### config.mk
export PLATFORM = sky130hd
export DESIGN_NAME = osc_period_capture
export DESIGN_NICKNAME = d
export VERILOG_FILES = /design/src/verilog/osc_capture_pkg.sv /design/src/verilog/edge_divider.sv /design/src/verilog/osc_period_capture.sv
export SDC_FILE = /design/constraint.sdc
export NUM_CORES = 1
export LEC_CHECK = 0
export BUFFER_PORTS_ARGS = -buffer_cell sky130_fd_sc_hd__buf_4
export CAP_MARGIN = 25
export CORE_ASPECT_RATIO = 0.6
export CORE_UTILIZATION = 30
export DETAILED_ROUTE_END_ITERATION = 16
export PLACE_DENSITY = 0.62
export SLEW_MARGIN = 0
export SYNTH_ARGS = -nofsm -noshare
export SYNTH_HDL_FRONTEND = slang
export SYNTH_SLANG_ARGS = --single-unit
### constraint.sdc
create_clock -name i_ref_clk -period 1.66 [get_ports i_ref_clk]
set_input_delay 0.083 -clock i_ref_clk [delete_from_list [all_inputs] [get_ports i_ref_clk]]
set_output_delay 0.083 -clock i_ref_clk [all_outputs]
set_load 0.05 [all_outputs]
### src/verilog/osc_capture_pkg.sv
// Shared constants and carrier types for the oscillator period capture timer
package osc_capture_pkg;

   localparam int unsigned CNT_W          = 16;
   localparam int unsigned BYTE_W         = 8;
   localparam int unsigned EXT_DIV        = 8;   // External clock divide
   localparam int unsigned SYS_DIV        = 12;  // System clock prescale
   localparam logic [15:0] CNT_RESET      = 16'h0000;
   localparam logic [15:0] RELOAD_RESET   = 16'h0000;
   localparam logic [3:0]  DIV_CNT_RESET  = 4'h0;
   localparam logic [15:0] CNT_ONE        = 16'h0001;
   localparam logic [3:0]  DIV_ONE        = 4'h1;
   localparam logic [3:0]  SYS_DIV_LAST   = 4'hb;
   localparam logic [3:0]  EXT_DIV_LAST   = 4'h7;
   localparam logic [15:0] FULL_SCALE     = 16'hffff;

   // Counting clock choices
   typedef enum logic [1:0]
   {
      SRC_SYSTEM_CLOCK_DIV12 = 2'h0,
      SRC_EXT_DIV8           = 2'h1,
      SRC_COMPARATOR         = 2'h2,
      SRC_SYSTEM_CLOCK       = 2'h3
   } count_src_t;

   // Control bits from the register file
   typedef struct packed
   {
      logic       osc_capture_enable;
      logic       split_mode_select;
      logic       capture_source_select;
      logic       low_byte_system_clock_select;
      logic [1:0] clock_select;
      logic       run;
   } ctrl_t;

   // Captured value and flag
   typedef struct packed
   {
      logic [7:0] reload_high_byte;
      logic [7:0] reload_low_byte;
      logic       high_overflow_flag;
   } status_t;

endpackage

### src/verilog/edge_divider.sv
// Rising edge detector with optional divide-by-N pulse output
`timescale 1ns/100ps
module edge_divider
#(
   parameter logic [3:0] LAST = 4'h7
)
(
   input  wire logic i_ref_clk,
   input  wire logic i_srst,
   input  wire logic i_level,
   input  wire logic i_divide,
   output logic      o_pulse
);

   logic       prev_r;
   logic [3:0] cnt_r;
   logic [3:0] cnt_nxt;
   wire        rise = i_level & ~prev_r;
   wire        wrap = (cnt_r == LAST);

   // Count rising edges, pulse on the wrap when dividing
   assign cnt_nxt = rise ? (wrap ? osc_capture_pkg::DIV_CNT_RESET
                                 : cnt_r + osc_capture_pkg::DIV_ONE)
                         : cnt_r;
   assign o_pulse = rise & (~i_divide | wrap);

   // Input sampled synchronously, so one flop is enough for the edge
   always_ff @(posedge i_ref_clk)
   begin
      if (i_srst)
      begin
         prev_r <= 1'b0;
         cnt_r  <= osc_capture_pkg::DIV_CNT_RESET;
      end
      else
      begin
         prev_r <= i_level;
         cnt_r  <= cnt_nxt;
      end
   end

endmodule

### src/verilog/osc_period_capture.sv
// Timer with oscillator period capture into the reload register pair
// How it works
// RULE_01: Capture happens only while osc_capture_enable is 1.
// RULE_02: Software keeps split_mode_select at 0 in capture mode.
// RULE_03: Capture on each RTC rising edge, or every 8 external cycles.
// RULE_04: Capture copies counter high and low bytes into reload bytes.
// RULE_05: Capture sets high_overflow_flag; interrupt request when enabled.
// RULE_06: System clock count, RTC source, enabled: capture on each RTC rise.
// RULE_07: Counting clock should be much faster than the capture clock.
// RULE_08: Count system clock, system clock/12, external/8 or comparator.
// RULE_09: Capture never resets or stops the counter.
`timescale 1ns/100ps
module osc_period_capture
(
   input  wire logic                   i_ref_clk,
   input  wire logic                   i_srst,
   input  wire osc_capture_pkg::ctrl_t i_ctrl,
   input  wire logic                   i_rtc_osc,
   input  wire logic                   i_ext_osc,
   input  wire logic                   i_comparator,
   input  wire logic                   i_flag_clear,
   input  wire logic                   i_irq_enable,
   output osc_capture_pkg::status_t    o_status,
   output logic [7:0]                  o_counter_high_byte,
   output logic [7:0]                  o_counter_low_byte,
   output logic                        o_capture,
   output logic                        o_irq
);

   ////////////////////////////////////////////////////////////////////////
   // Sizes and signals

   // Byte lanes of the count and of the captured pair
   localparam int unsigned BYTE_W    = osc_capture_pkg::BYTE_W;
   localparam int unsigned NUM_BYTES = osc_capture_pkg::CNT_W / BYTE_W;

   // Counter, captured pair and flag
   logic [15:0] count_r;
   logic [15:0] count_nxt;
   wire  [15:0] reload_word;
   logic        flag_r;
   logic        flag_nxt;

   // System clock prescaler
   logic [3:0]  pre_r;
   logic [3:0]  pre_nxt;
   logic        pre_wrap;

   // Edge pulses and counting ticks
   logic        rtc_pulse;
   logic        ext_pulse;
   logic        ext_tick;
   logic        cmp_tick;
   logic        tick;

   // Capture event of this cycle
   logic        capture_evt;

   // Counting source and its decode
   osc_capture_pkg::count_src_t src;
   logic        src_sys;
   logic        src_div12;
   logic        src_ext;
   logic        src_cmp;

   ////////////////////////////////////////////////////////////////////////
   // Edge sources

   // RTC edges pass undivided
   edge_divider #(.LAST(osc_capture_pkg::EXT_DIV_LAST)) u_rtc_edge
   (
      .i_ref_clk (i_ref_clk),
      .i_srst    (i_srst),
      .i_level   (i_rtc_osc),
      .i_divide  (1'b0),
      .o_pulse   (rtc_pulse)
   );

   // External oscillator divided by eight, shared by count and capture
   edge_divider #(.LAST(osc_capture_pkg::EXT_DIV_LAST)) u_ext_div
   (
      .i_ref_clk (i_ref_clk),
      .i_srst    (i_srst),
      .i_level   (i_ext_osc),
      .i_divide  (1'b1),
      .o_pulse   (ext_pulse)
   );

   // Comparator rising edges as counting ticks
   edge_divider #(.LAST(osc_capture_pkg::EXT_DIV_LAST)) u_cmp_edge
   (
      .i_ref_clk (i_ref_clk),
      .i_srst    (i_srst),
      .i_level   (i_comparator),
      .i_divide  (1'b0),
      .o_pulse   (cmp_tick)
   );

   // One divider feeds count and capture, so both see the same phase
   assign ext_tick = ext_pulse;

   ////////////////////////////////////////////////////////////////////////
   // Counting clock selection

   // Low byte system clock select overrides the scaled choice
   assign src = i_ctrl.low_byte_system_clock_select
                ? osc_capture_pkg::SRC_SYSTEM_CLOCK
                : osc_capture_pkg::count_src_t'(i_ctrl.clock_select);

   // One-hot decode of the counting source
   assign src_sys   = (src == osc_capture_pkg::SRC_SYSTEM_CLOCK);
   assign src_div12 = (src == osc_capture_pkg::SRC_SYSTEM_CLOCK_DIV12);
   assign src_ext   = (src == osc_capture_pkg::SRC_EXT_DIV8);
   assign src_cmp   = (src == osc_capture_pkg::SRC_COMPARATOR);

   // Pick the counting tick; see RULE_08, see RULE_06
   assign tick = src_sys
               | (src_div12 & pre_wrap)
               | (src_ext & ext_tick)
               | (src_cmp & cmp_tick);

   ////////////////////////////////////////////////////////////////////////
   // Prescaler

   // Divide by twelve; wraps after its last count
   assign pre_wrap = (pre_r == osc_capture_pkg::SYS_DIV_LAST);
   assign pre_nxt  = pre_wrap ? osc_capture_pkg::DIV_CNT_RESET
                              : pre_r + osc_capture_pkg::DIV_ONE;

   // Free running; a fresh divide-by-12 choice may tick early once
   always_ff @(posedge i_ref_clk)
   begin
      if (i_srst)
         pre_r <= osc_capture_pkg::DIV_CNT_RESET;
      else
         pre_r <= pre_nxt;
   end

   ////////////////////////////////////////////////////////////////////////
   // Capture event

   // Event source chosen by select bit, gated by enable
   assign capture_evt = i_ctrl.osc_capture_enable &            // see RULE_01
                        (i_ctrl.capture_source_select
                         ? ext_pulse : rtc_pulse);             // see RULE_03

   ////////////////////////////////////////////////////////////////////////
   // Running counter

   // Counter keeps running through a capture; see RULE_09
   assign count_nxt = (i_ctrl.run & tick) ? count_r + osc_capture_pkg::CNT_ONE
                                          : count_r;

   // Never cleared by a capture, so successive captures differ exactly
   always_ff @(posedge i_ref_clk)
   begin
      if (i_srst)
         count_r <= osc_capture_pkg::CNT_RESET;
      else
         count_r <= count_nxt;
   end

   ////////////////////////////////////////////////////////////////////////
   // Captured count, one register per byte

   // Both bytes load on the same edge, so the pair is never torn
   for (genvar g = 0; g < NUM_BYTES; g++)
   begin : g_reload
      logic [BYTE_W-1:0] byte_r;
      logic [BYTE_W-1:0] byte_nxt;

      // Copy value seen before this edge's increment; see RULE_04
      assign byte_nxt = capture_evt ? count_r[g * BYTE_W +: BYTE_W]
                                    : byte_r;

      // One byte of the pair, held until the next capture
      always_ff @(posedge i_ref_clk)
      begin
         if (i_srst)
            byte_r <= osc_capture_pkg::RELOAD_RESET[g * BYTE_W +: BYTE_W];
         else
            byte_r <= byte_nxt;
      end

      // Join the bytes back into one word for the outputs
      assign reload_word[g * BYTE_W +: BYTE_W] = byte_r;
   end

   ////////////////////////////////////////////////////////////////////////
   // Capture flag

   // Set wins over a clear in the same cycle; see RULE_05
   assign flag_nxt = capture_evt | (flag_r & ~i_flag_clear);

   // Held until cleared, so software cannot miss a capture
   always_ff @(posedge i_ref_clk)
   begin
      if (i_srst)
         flag_r <= 1'b0;
      else
         flag_r <= flag_nxt;
   end

   ////////////////////////////////////////////////////////////////////////
   // Outputs

   // Split mode is ignored here; software keeps it low, see RULE_02
   assign o_status.reload_high_byte   = reload_word[BYTE_W +: BYTE_W];
   assign o_status.reload_low_byte    = reload_word[0 +: BYTE_W];
   assign o_status.high_overflow_flag = flag_r;

   // Running count, visible byte by byte
   assign o_counter_high_byte         = count_r[BYTE_W +: BYTE_W];
   assign o_counter_low_byte          = count_r[0 +: BYTE_W];

   // Capture pulse is combinational, one cycle wide
   assign o_capture                   = capture_evt;

   ////////////////////////////////////////////////////////////////////////
   // Interrupt

   // Interrupt request follows the flag while enabled; see RULE_05
   assign o_irq                       = flag_r & i_irq_enable;

endmodule
==> results.json, run 1 <==
{
  "seq_area_sq_um": 921,
  "synthArstFlopShare_pct": 0,
  "syn_nets": 232,
  "placedCellCount": 364,
  "die_area_sq_mm": 0.00669,
  "fp.dieH_um": 63.8,
  "cts_made_buffers": 5,
  "hold_viol_final": 0,
  "hold_depth": 2,
  "path_max_fanout": 9,
  "power.share.clock_pct": 37.8,
  "r2r_cells": 6,
  "dr_wl_met3_um": 212,
  "critPathCaptureType": "flop",
  "layout-drive-gt1-share_pct": 44.0,
  "crit_type": "flop to flop",
  "finalCritPeriodShare_pct": 105,
  "final_antenna_net_count": 0,
  "arrival_ps": 1960,
  "setup_viol": 8,
  "netlist_instances": 215,
  "stdcell_area_sq_mm": 0.00284,
  "finalSetupTns_ps": -249,
  "grt.overflow.total": 0,
  "via_per_inst": 4.59,
  "ios": 49,
  "crit_required_ps": 1880,
  "clk_latency_ps": 290,
  "startpoint_type": "flop",
  "drtIter0Drc": 27,
  "grt_usage_pct": 15.4,
  "p_switching_mw": 0.485,
  "violations": "setup timing",
  "cts-htree-levels": 2,
  "p_int_mw": 1.60,
  "drc": 0,
  "nFillCells": 623,
  "switching_share_pct": 23.2,
  "tritoncts": "done",
  "worst-path-buf-inv": 0,
  "finalWirelength_mm": 4.72,
  "place_area_sq_mm": 0.00255,
  "crit_slowest_cell": "o31a_1",
  "wire_per_inst_um": 12.5,
  "hold_path_class": "input port to flop",
  "ys_seq_elements": 44,
  "fmax_mhz": 573,
  "slew_violations": 0,
  "firstDrtPassIters": 4,
  "initial_core_util_pct": 31.1,
  "clkSlewWorstSetupHoldPaths_ps": 80,
  "core-area_sq_mm": 0.00614,
  "whs_endpoint": "u_cmp_edge.prev_r",
  "p_seq_share_pct": 52.1,
  "io_buffers": 47,
  "skew_ps": 8.27,
  "synth_cell_types": 39,
  "synth-edff-count": 0,
  "multiInputGateArea_sq_mm": 0.00106,
  "areaGrowthSynthToFinish_pct": 48.8,
  "cap_violations": 0,
  "place_hpwl_mm": 3.40,
  "avgSynthCellArea_sq_um": 8.87,
  "fin_ws_ps": -85.1,
  "layout.cells.non_filler": 377,
  "combPwrFrac_pct": 10.1,
  "antenna_found_initial": 0,
  "wl_met1_mm": 2.58,
  "final_util_pct": 46.2,
  "grt_max_degree": 45,
  "clkSinkCount": 44,
  "rsz0062_at_grt": "yes",
  "powerDensity_mw_per_mm2": 735,
  "netlist_area_sq_mm": 0.00191,
  "grt_pass1_vias": 1648,
  "fin_nets": 309,
  "num_rows": 22,
  "grt_pass1_wl_mm": 8.07,
  "ys.flop_type": "dfxtp_1",
  "cpLargestDelayFamily": "compound AO/OA/AOI/OAI gates",
  "cts_root_buf": "clkbuf_8",
  "ys_seq_area_share_pct": 46.2,
  "die_w_um": 105,
  "crit_chain": "ha_4 > nand2_2 > o31a_1 > a21o_4 > or3_1 > a21oi_1",
  "p_leak_nw": 1.10,
  "r2r_end": "count_r[6]",
  "period_needed_ps": 1750,
  "worst_path_largest_cell_delay_ps": 360,
  "yosys_warnings": 0,
  "wl_met2_mm": 1.91,
  "reg2reg_slack_ps": -90,
  "slew_headroom_pct": 67.9,
  "highest_layer": "met4",
  "vias": 1732,
  "diodes": 0,
  "run_status": "complete, but fails checks",
  "regToRegStartpoint": "pre_r[1]",
  "min-delay-start": "i_comparator",
  "clk_path_buf_depth": 2,
  "tightest_slew_ps": 478,
  "ir_drop_mv": 0.309,
  "gp_congestion": 0.777
}
flip-flops by register name, indices dropped and copies added (netlist names):
signal             flops
u_ext_div.cnt_r        4
u_cmp_edge.prev_r      1
pre_r                  4
u_rtc_edge.prev_r      1
flag_r                 1
count_r               16
u_ext_div.prev_r       1
g_reload.byte_r       16
layout make-up:
type | instances | area share, %
Tap cell | 84 | 3.70
Sequential cell | 44 | 32.4
Clock inverter | 3 | 1.32
Timing Repair Buffer | 82 | 21.9
Clock buffer | 5 | 2.42
Inverter | 5 | 0.837
Multi-Input combinational cell | 154 | 37.3
cells in the final DEF (no fill, tap or decap), drive strengths merged, types with 6 or more instances in the layout:
cell	Yosys	routed
nand2	38	38
a211oi	6	6
nor2	18	18
xnor2	11	11
a21oi	25	25
o21ai	7	7
buf	6	82
dfxtp	44	44
or3	6	6
per-stage QoR:
stage	hold slack [ps]	power (mW)	worst slack, ps
2_1_floorplan	211	1.23	-58.5
3_3_place_gp	305	1.29	-94.1
3_5_place_dp	311	1.30	-128
4_1_cts	10.3	2.10	-56.5
5_1_grt	18.8	2.18	-155
6_report	19.1	2.09	-85.1
worst reg2reg max path: stages (launching register included):
cell and delay, ps:
dfxtp_2 350, ha_4 150, nand2_2 60, o31a_1 360, a21o_4 270, or3_1 350, a21oi_1 140
power groups by stage:
stage	Sequential (mW)	Clock (mW)	Combinational (mW)
after global routing	1.09	0.861	0.231
after global placement	1.11	0	0.187
after floorplan	1.13	0	0.0989
final	1.09	0.789	0.210
after detailed placement	1.11	0	0.190
after CTS	1.09	0.817	0.200
kinds of logic after synthesis:
| group | synth area share (%) |
|---|---|
| xor gates and xnor gates | 5.97 |
| and+or+nand+nor | 24.1 |
| DFF | 46.2 |
| buffers and inverters | 5.70 |
| adders and majority gates | 1.97 |
| muxes | 1.57 |
| AOI/OAI and AO/OA | 14.5 |
metal layers:
metal / GRT usage [%] / vias up
li1: - / 889
met1: 23.1 / 799
met2: 22.2 / 42
met3: 3.47 / 2
met4: 3.17 / 0
met5: 0 / -
Yosys cell counts, types with 3 or more instances:
cell type  number  share of area [%]
ha_1            3                2.0
or3_1           6                2.0
clkbuf_1        4               0.79
a21oi_1        25                6.6
a211oi_1        6                2.4
and4_2          3                1.6
dfxtp_1        44                 46
nand2_1        37                7.3
mux2i_1         3                1.6
nand4_1         3               0.98
nand3_1         4                1.0
xnor2_1        11                5.0
o21ai_0         7                1.8
nor2_1         18                3.5
nor2b_1         5                1.6
inv_1           4               0.79
what timing repair did:
| action | CTS | global route |
|---|---|---|
| buffers inserted | 3 | 2 |
| hold buffers | 0 | 0 |
| gates resized for setup | 15 | 14 |
| setup endpoints to repair | 15 | 25 |
| pin swaps | 2 | 2 |
| endpoints found under the hold margin | 0 | 0 |
worst max-delay path by stage:
stage                  start     endpoint  slack [ps]  depth (start not counted)
floorplan           pre_r[1]  count_r[10]         -60                          8
global placement    pre_r[1]   count_r[6]         -90                          6
detailed placement  pre_r[1]   count_r[6]        -130                          6
CTS                 pre_r[1]   count_r[6]         -60                          6
global route        pre_r[1]  count_r[15]        -150                          6
finish              pre_r[1]   count_r[6]         -90                          6
No activity file was read; power rests on OpenSTA's default activity.
==> run 2: changes to the inputs <==
--- a/config.mk
+++ b/config.mk
@@ -11,6 +11,7 @@
 export CORE_UTILIZATION = 30
 export DETAILED_ROUTE_END_ITERATION = 16
 export PLACE_DENSITY = 0.62
+export SKIP_CTS_REPAIR_TIMING = 1
 export SLEW_MARGIN = 0
 export SYNTH_ARGS = -nofsm -noshare
 export SYNTH_HDL_FRONTEND = slang
==> run 2 against run 1 <==
  * The flow still finishes with violations (setup timing)
  * Sequential share of layout area shrank 0.31 points
  * Flip-flop and latch count is the same
  * Worst setup slack gained 30 ps
  * Critical path type unchanged
  * Largest cell class unchanged
==> results.json, run 2 (same netlist as run 1, synthesis figures left out) <==
{
  "slew_violations": 0,
  "regToRegStartpoint": "pre_r[0]",
  "crit_slowest_cell": "o31a_1",
  "p_seq_share_pct": 52.0,
  "io_buffers": 47,
  "finalWirelength_mm": 4.74,
  "placedCellCount": 364,
  "arrival_ps": 1940,
  "crit_chain": "ha_4 > nand2_2 > o31a_1 > a21o_4 > or3_4 > a21oi_2",
  "power.share.clock_pct": 37.9,
  "most-common-layout-cells": "buf_4, nand2_1, dfxtp_1, a21oi_1, nor2_1",
  "fin_ws_ps": -55.3,
  "core-area_sq_mm": 0.00614,
  "layout-drive-gt1-share_pct": 46.3,
  "p_switching_mw": 0.485,
  "clk_path_buf_depth": 2,
  "worst_path_largest_cell_delay_ps": 370,
  "p_int_mw": 1.60,
  "drtIter0Drc": 55,
  "combPwrFrac_pct": 10.1,
  "vias": 1750,
  "via_per_inst": 4.61,
  "clkSlewWorstSetupHoldPaths_ps": 80,
  "hold_path_class": "input port to flop",
  "critPathCaptureType": "flop",
  "gp_congestion": 0.777,
  "drc": 0,
  "die_w_um": 105,
  "grtUsageMet3_pct": 3.47,
  "hold_viol_final": 0,
  "fp.dieH_um": 63.8,
  "die_area_sq_mm": 0.00669,
  "cts_root_buf": "clkbuf_8",
  "switching_share_pct": 23.2,
  "path_max_fanout": 7,
  "final_common_cell": "buf_4",
  "grt_pass1_vias": 1629,
  "tightest_slew_ps": 593,
  "r2r_cells": 6,
  "diodes": 0,
  "cap_violations": 0,
  "grt_pass1_wl_mm": 7.87,
  "layout.cells.non_filler": 380,
  "r2r_end": "count_r[8]",
  "powerDensity_mw_per_mm2": 729,
  "timing.hold.ws_ps": 19.0,
  "ios": 49,
  "top_usage_layer": "met1",
  "cts-htree-levels": 2,
  "clkSinkCount": 44,
  "hold_depth": 2,
  "place_hpwl_mm": 3.40,
  "num_rows": 22,
  "rsz0062_at_grt": "yes",
  "p_leak_nw": 1.12,
  "slew_headroom_pct": 60.4,
  "whs_endpoint": "u_cmp_edge.prev_r",
  "areaGrowthSynthToFinish_pct": 50.2,
  "grt_max_degree": 45,
  "violations": "setup timing",
  "grt.overflow.total": 0,
  "skew_ps": 9.71,
  "initial_core_util_pct": 31.1,
  "clk_latency_ps": 290,
  "run_status": "complete, but fails checks",
  "min-delay-start": "i_comparator",
  "pre_cts_ws_ps": -128,
  "final_antenna_net_count": 0,
  "period_needed_ps": 1720,
  "grt_use_met2_pct": 21.5,
  "wire_per_inst_um": 12.5,
  "ir_drop_mv": 0.316,
  "firstDrtPassIters": 4,
  "grt_usage_pct": 14.9,
  "cts_made_buffers": 5,
  "setup_viol": 9,
  "fin_nets": 312,
  "crit_type": "flop to flop",
  "finalCritPeriodShare_pct": 103,
  "crit_required_ps": 1880,
  "fmax_mhz": 583,
  "tritoncts": "done",
  "reg2reg_slack_ps": -60,
  "grt_use_met1_pct": 22.2,
  "total_power_mw": 2.09,
  "reg_top3": "count_r (16), g_reload.byte_r (16)",
  "antenna_found_initial": 0,
  "startpoint_type": "flop"
}
[run 2: cell types whose count changed in the layout (fill, tap and decap cells not counted), moves of 2 or more]
cell      change
a211oi_4      -2
or3_1         -3
a21oi_2       +2
or3_4         +3
a21oi_1       -2
[run 2: layer usage]
layer	routed length, um	part of all wire [%]
met2	1930	41
met4	15	0.32
met5	0	0
met1	2570	54
met3	230	4.9
[run 2: power groups by stage]
stage | Combinational (mW) | Sequential (mW) | Clock [mW]
global placement | 0.187 | 1.11 | 0
global route | 0.232 | 1.09 | 0.860
detailed placement | 0.190 | 1.11 | 0
finish | 0.211 | 1.09 | 0.791
floorplan | 0.0989 | 1.13 | 0
CTS | 0.191 | 1.08 | 0.817
[run 2: area by class of cell]
type	instances	area [sq um]
clock buffer	5	68.8
timing repair buffer	84	642
clock inverter	3	37.5
tap	84	105
fill	619	3270
multi-input combinational	155	1070
inverter	5	26.3
sequential	44	921
[run 2: worst max-delay path: cells and delay by family, from the launching register on]
kind	cells	cell delay [ps]
fa+ha+maj	1	150
flops	1	350
simple gates	2	390
compound gates	3	760
[run 2: worst max path at each step]
| stage | from | end | cells past startpoint | slack, ps |
|---|---|---|---|---|
| after floorplan | pre_r[1] | count_r[10] | 8 | -60 |
| after global placement | pre_r[1] | count_r[6] | 6 | -90 |
| after detailed placement | pre_r[1] | count_r[6] | 6 | -130 |
| after CTS | u_ext_div.cnt_r[1] | o_capture | 6 | -300 |
| after global routing | pre_r[0] | count_r[2] | 7 | -120 |
| final | pre_r[0] | count_r[8] | 6 | -60 |
[run 2: through the flow]
stage	utilization [%]	TNS, ps	cell area [sq um]
2_1_floorplan	-	-224	1970
3_3_place_gp	41.6	-363	2550
3_5_place_dp	41.6	-700	2550
4_1_cts	43.3	-1150	2660
5_1_grt	46.7	-1500	2870
6_report	46.7	-345	2870
==> run 3: changes to the inputs <==
--- a/config.mk
+++ b/config.mk
@@ -5,12 +5,13 @@
 export SDC_FILE = /design/constraint.sdc
 export NUM_CORES = 1
 export LEC_CHECK = 0
-export BUFFER_PORTS_ARGS = -buffer_cell sky130_fd_sc_hd__buf_4
 export CAP_MARGIN = 25
 export CORE_ASPECT_RATIO = 0.6
+export CORE_MARGIN = 2
 export CORE_UTILIZATION = 30
 export DETAILED_ROUTE_END_ITERATION = 16
-export PLACE_DENSITY = 0.62
+export DONT_BUFFER_PORTS = 1
+export PLACE_DENSITY = 0.55
 export SKIP_CTS_REPAIR_TIMING = 1
 export SLEW_MARGIN = 0
 export SYNTH_ARGS = -nofsm -noshare
==> run 3 against run 2 <==
  * The flow still finishes with violations (setup timing)
  * Utilization is 2.6 points lower
  * Non-clock buffer count decreased by 25
  * Power decreased by 5.2%
  * Routed wire length is 2.0% higher
  * Critical path type unchanged
==> results.json, run 3 (same netlist as run 1, synthesis figures left out) <==
{
  "clk_path_buf_depth": 2,
  "die_area_sq_mm": 0.00704,
  "grt.overflow.total": 0,
  "clkSlewWorstSetupHoldPaths_ps": 80,
  "grt_pass1_vias": 1509,
  "clk_latency_ps": 290,
  "areaGrowthSynthToFinish_pct": 42.0,
  "fmax_mhz": 588,
  "nFillCells": 607,
  "run_status": "complete, but fails checks",
  "wire_per_inst_um": 13.6,
  "timing.hold.ws_ps": 70.2,
  "place_area_sq_mm": 0.00229,
  "diodes": 0,
  "fin_nets": 287,
  "finalSetupTns_ps": -76.0,
  "top_usage_layer": "met1",
  "pre_cts_ws_ps": -111,
  "hold_path_class": "input port to flop",
  "critPathCaptureType": "flop",
  "grt_max_degree": 45,
  "io_buffers": 0,
  "tightest_slew_ps": 656,
  "grtUsageMet3_pct": 4.93,
  "skew_ps": 3.22,
  "path_max_fanout": 6,
  "violations": "setup timing",
  "r2r_end": "count_r[14]",
  "final_common_cell": "buf_4",
  "fin_ws_ps": -41.0,
  "num_rows": 22,
  "tritoncts": "done",
  "crit_start": "pre_r[1]",
  "slew_headroom_pct": 55.8,
  "slew_violations": 0,
  "grt_use_met2_pct": 18.3,
  "grt_use_met1_pct": 19.8,
  "crit_required_ps": 1880,
  "startpoint_type": "flop",
  "stdcell_area_sq_mm": 0.00271,
  "drtIter0Drc": 104,
  "crit_type": "flop to flop",
  "most-common-layout-cells": "buf_4, nand2_1, dfxtp_1, a21oi_1, nor2_1",
  "cts-htree-levels": 2,
  "cts_root_buf": "clkbuf_8",
  "ios": 49,
  "grt_usage_pct": 13.5,
  "regToRegStartpoint": "pre_r[1]",
  "p_leak_nw": 0.988,
  "powerDensity_mw_per_mm2": 731,
  "ir_drop_mv": 0.376,
  "die_w_um": 107,
  "r2r_cells": 6,
  "cts_made_buffers": 5,
  "final_antenna_net_count": 0,
  "fp.dieH_um": 65.8,
  "via_per_inst": 4.73,
  "period_needed_ps": 1700,
  "core-area_sq_mm": 0.00614,
  "reg2reg_slack_ps": -40,
  "hold_viol_final": 0,
  "vias": 1679,
  "antenna_found_initial": 0,
  "arrival_ps": 1930,
  "cap_violations": 0,
  "place_hpwl_mm": 3.34,
  "reg_top3": "count_r (16), g_reload.byte_r (16)",
  "clkSinkCount": 44,
  "grt_pass1_wl_mm": 7.27,
  "drc": 0,
  "rsz0062_at_grt": "yes",
  "initial_core_util_pct": 31.1,
  "final_util_pct": 44.1,
  "firstDrtPassIters": 4,
  "finalCritPeriodShare_pct": 102,
  "layout-drive-gt1-share_pct": 38.0,
  "finalWirelength_mm": 4.83,
  "endpoint": "count_r[14]",
  "setup_viol": 2,
  "gp_congestion": 0.768
}
==> run 3: cell count changes in the layout (fill, tap and decap cells not counted), sizes merged <==
cell,previous run,this run
buf,84,51
dlygate4sd3,0,8
clkbuf,5,8
bufinv,1,0
clkinv,2,1
inv,5,4
==> run 3: metal layers <==
metal,wire length [um],up-vias
li1,-,844
met1,2600,777
met2,1860,54
met3,335,4
met4,34,0
met5,0,-
==> run 3: per-stage QoR <==
step / cells / total power [mW]
6_report: 355 / 1.98
5_1_grt: 355 / 2.07
4_1_cts: 337 / 1.94
3_5_place_dp: 329 / 1.25
3_3_place_gp: 329 / 1.24
2_1_floorplan: 215 / 1.23
==> run 3: worst min-delay path by stage <==
stage                       from                end  slack, ps  cells after the start
CTS                       i_srst         count_r[6]       -170                      1
global route              i_srst         count_r[8]         70                      2
floorplan           i_comparator  u_cmp_edge.prev_r        210                      1
finish                    i_srst         count_r[8]         70                      2
global placement          i_srst         count_r[9]        150                      1
detailed placement        i_srst         count_r[6]        150                      1
==> run 3: worst max-delay path, cell delays in order (launching register included) <==
cell and delay [ps]:
dfxtp_2 350, ha_4 140, nand2_2 50, o31a_1 350, a21o_4 260, or3_4 330, a21oi_2 140
==> run 3: power breakdown <==
group	switching (mW)	internal (mW)
clock	0.350	0.340
combinational	0.113	0.0954
sequential	0.0147	1.07
total	0.478	1.50
==> run 3: area by class of cell <==
class	instances	area (sq um)	area share [%]
Sequential cell	44	921	34.0
Multi-Input combinational cell	155	1070	39.7
Clock buffer	8	90.1	3.33
Inverter	5	23.8	0.878
Tap cell	84	105	3.88
Timing Repair Buffer	59	494	18.2
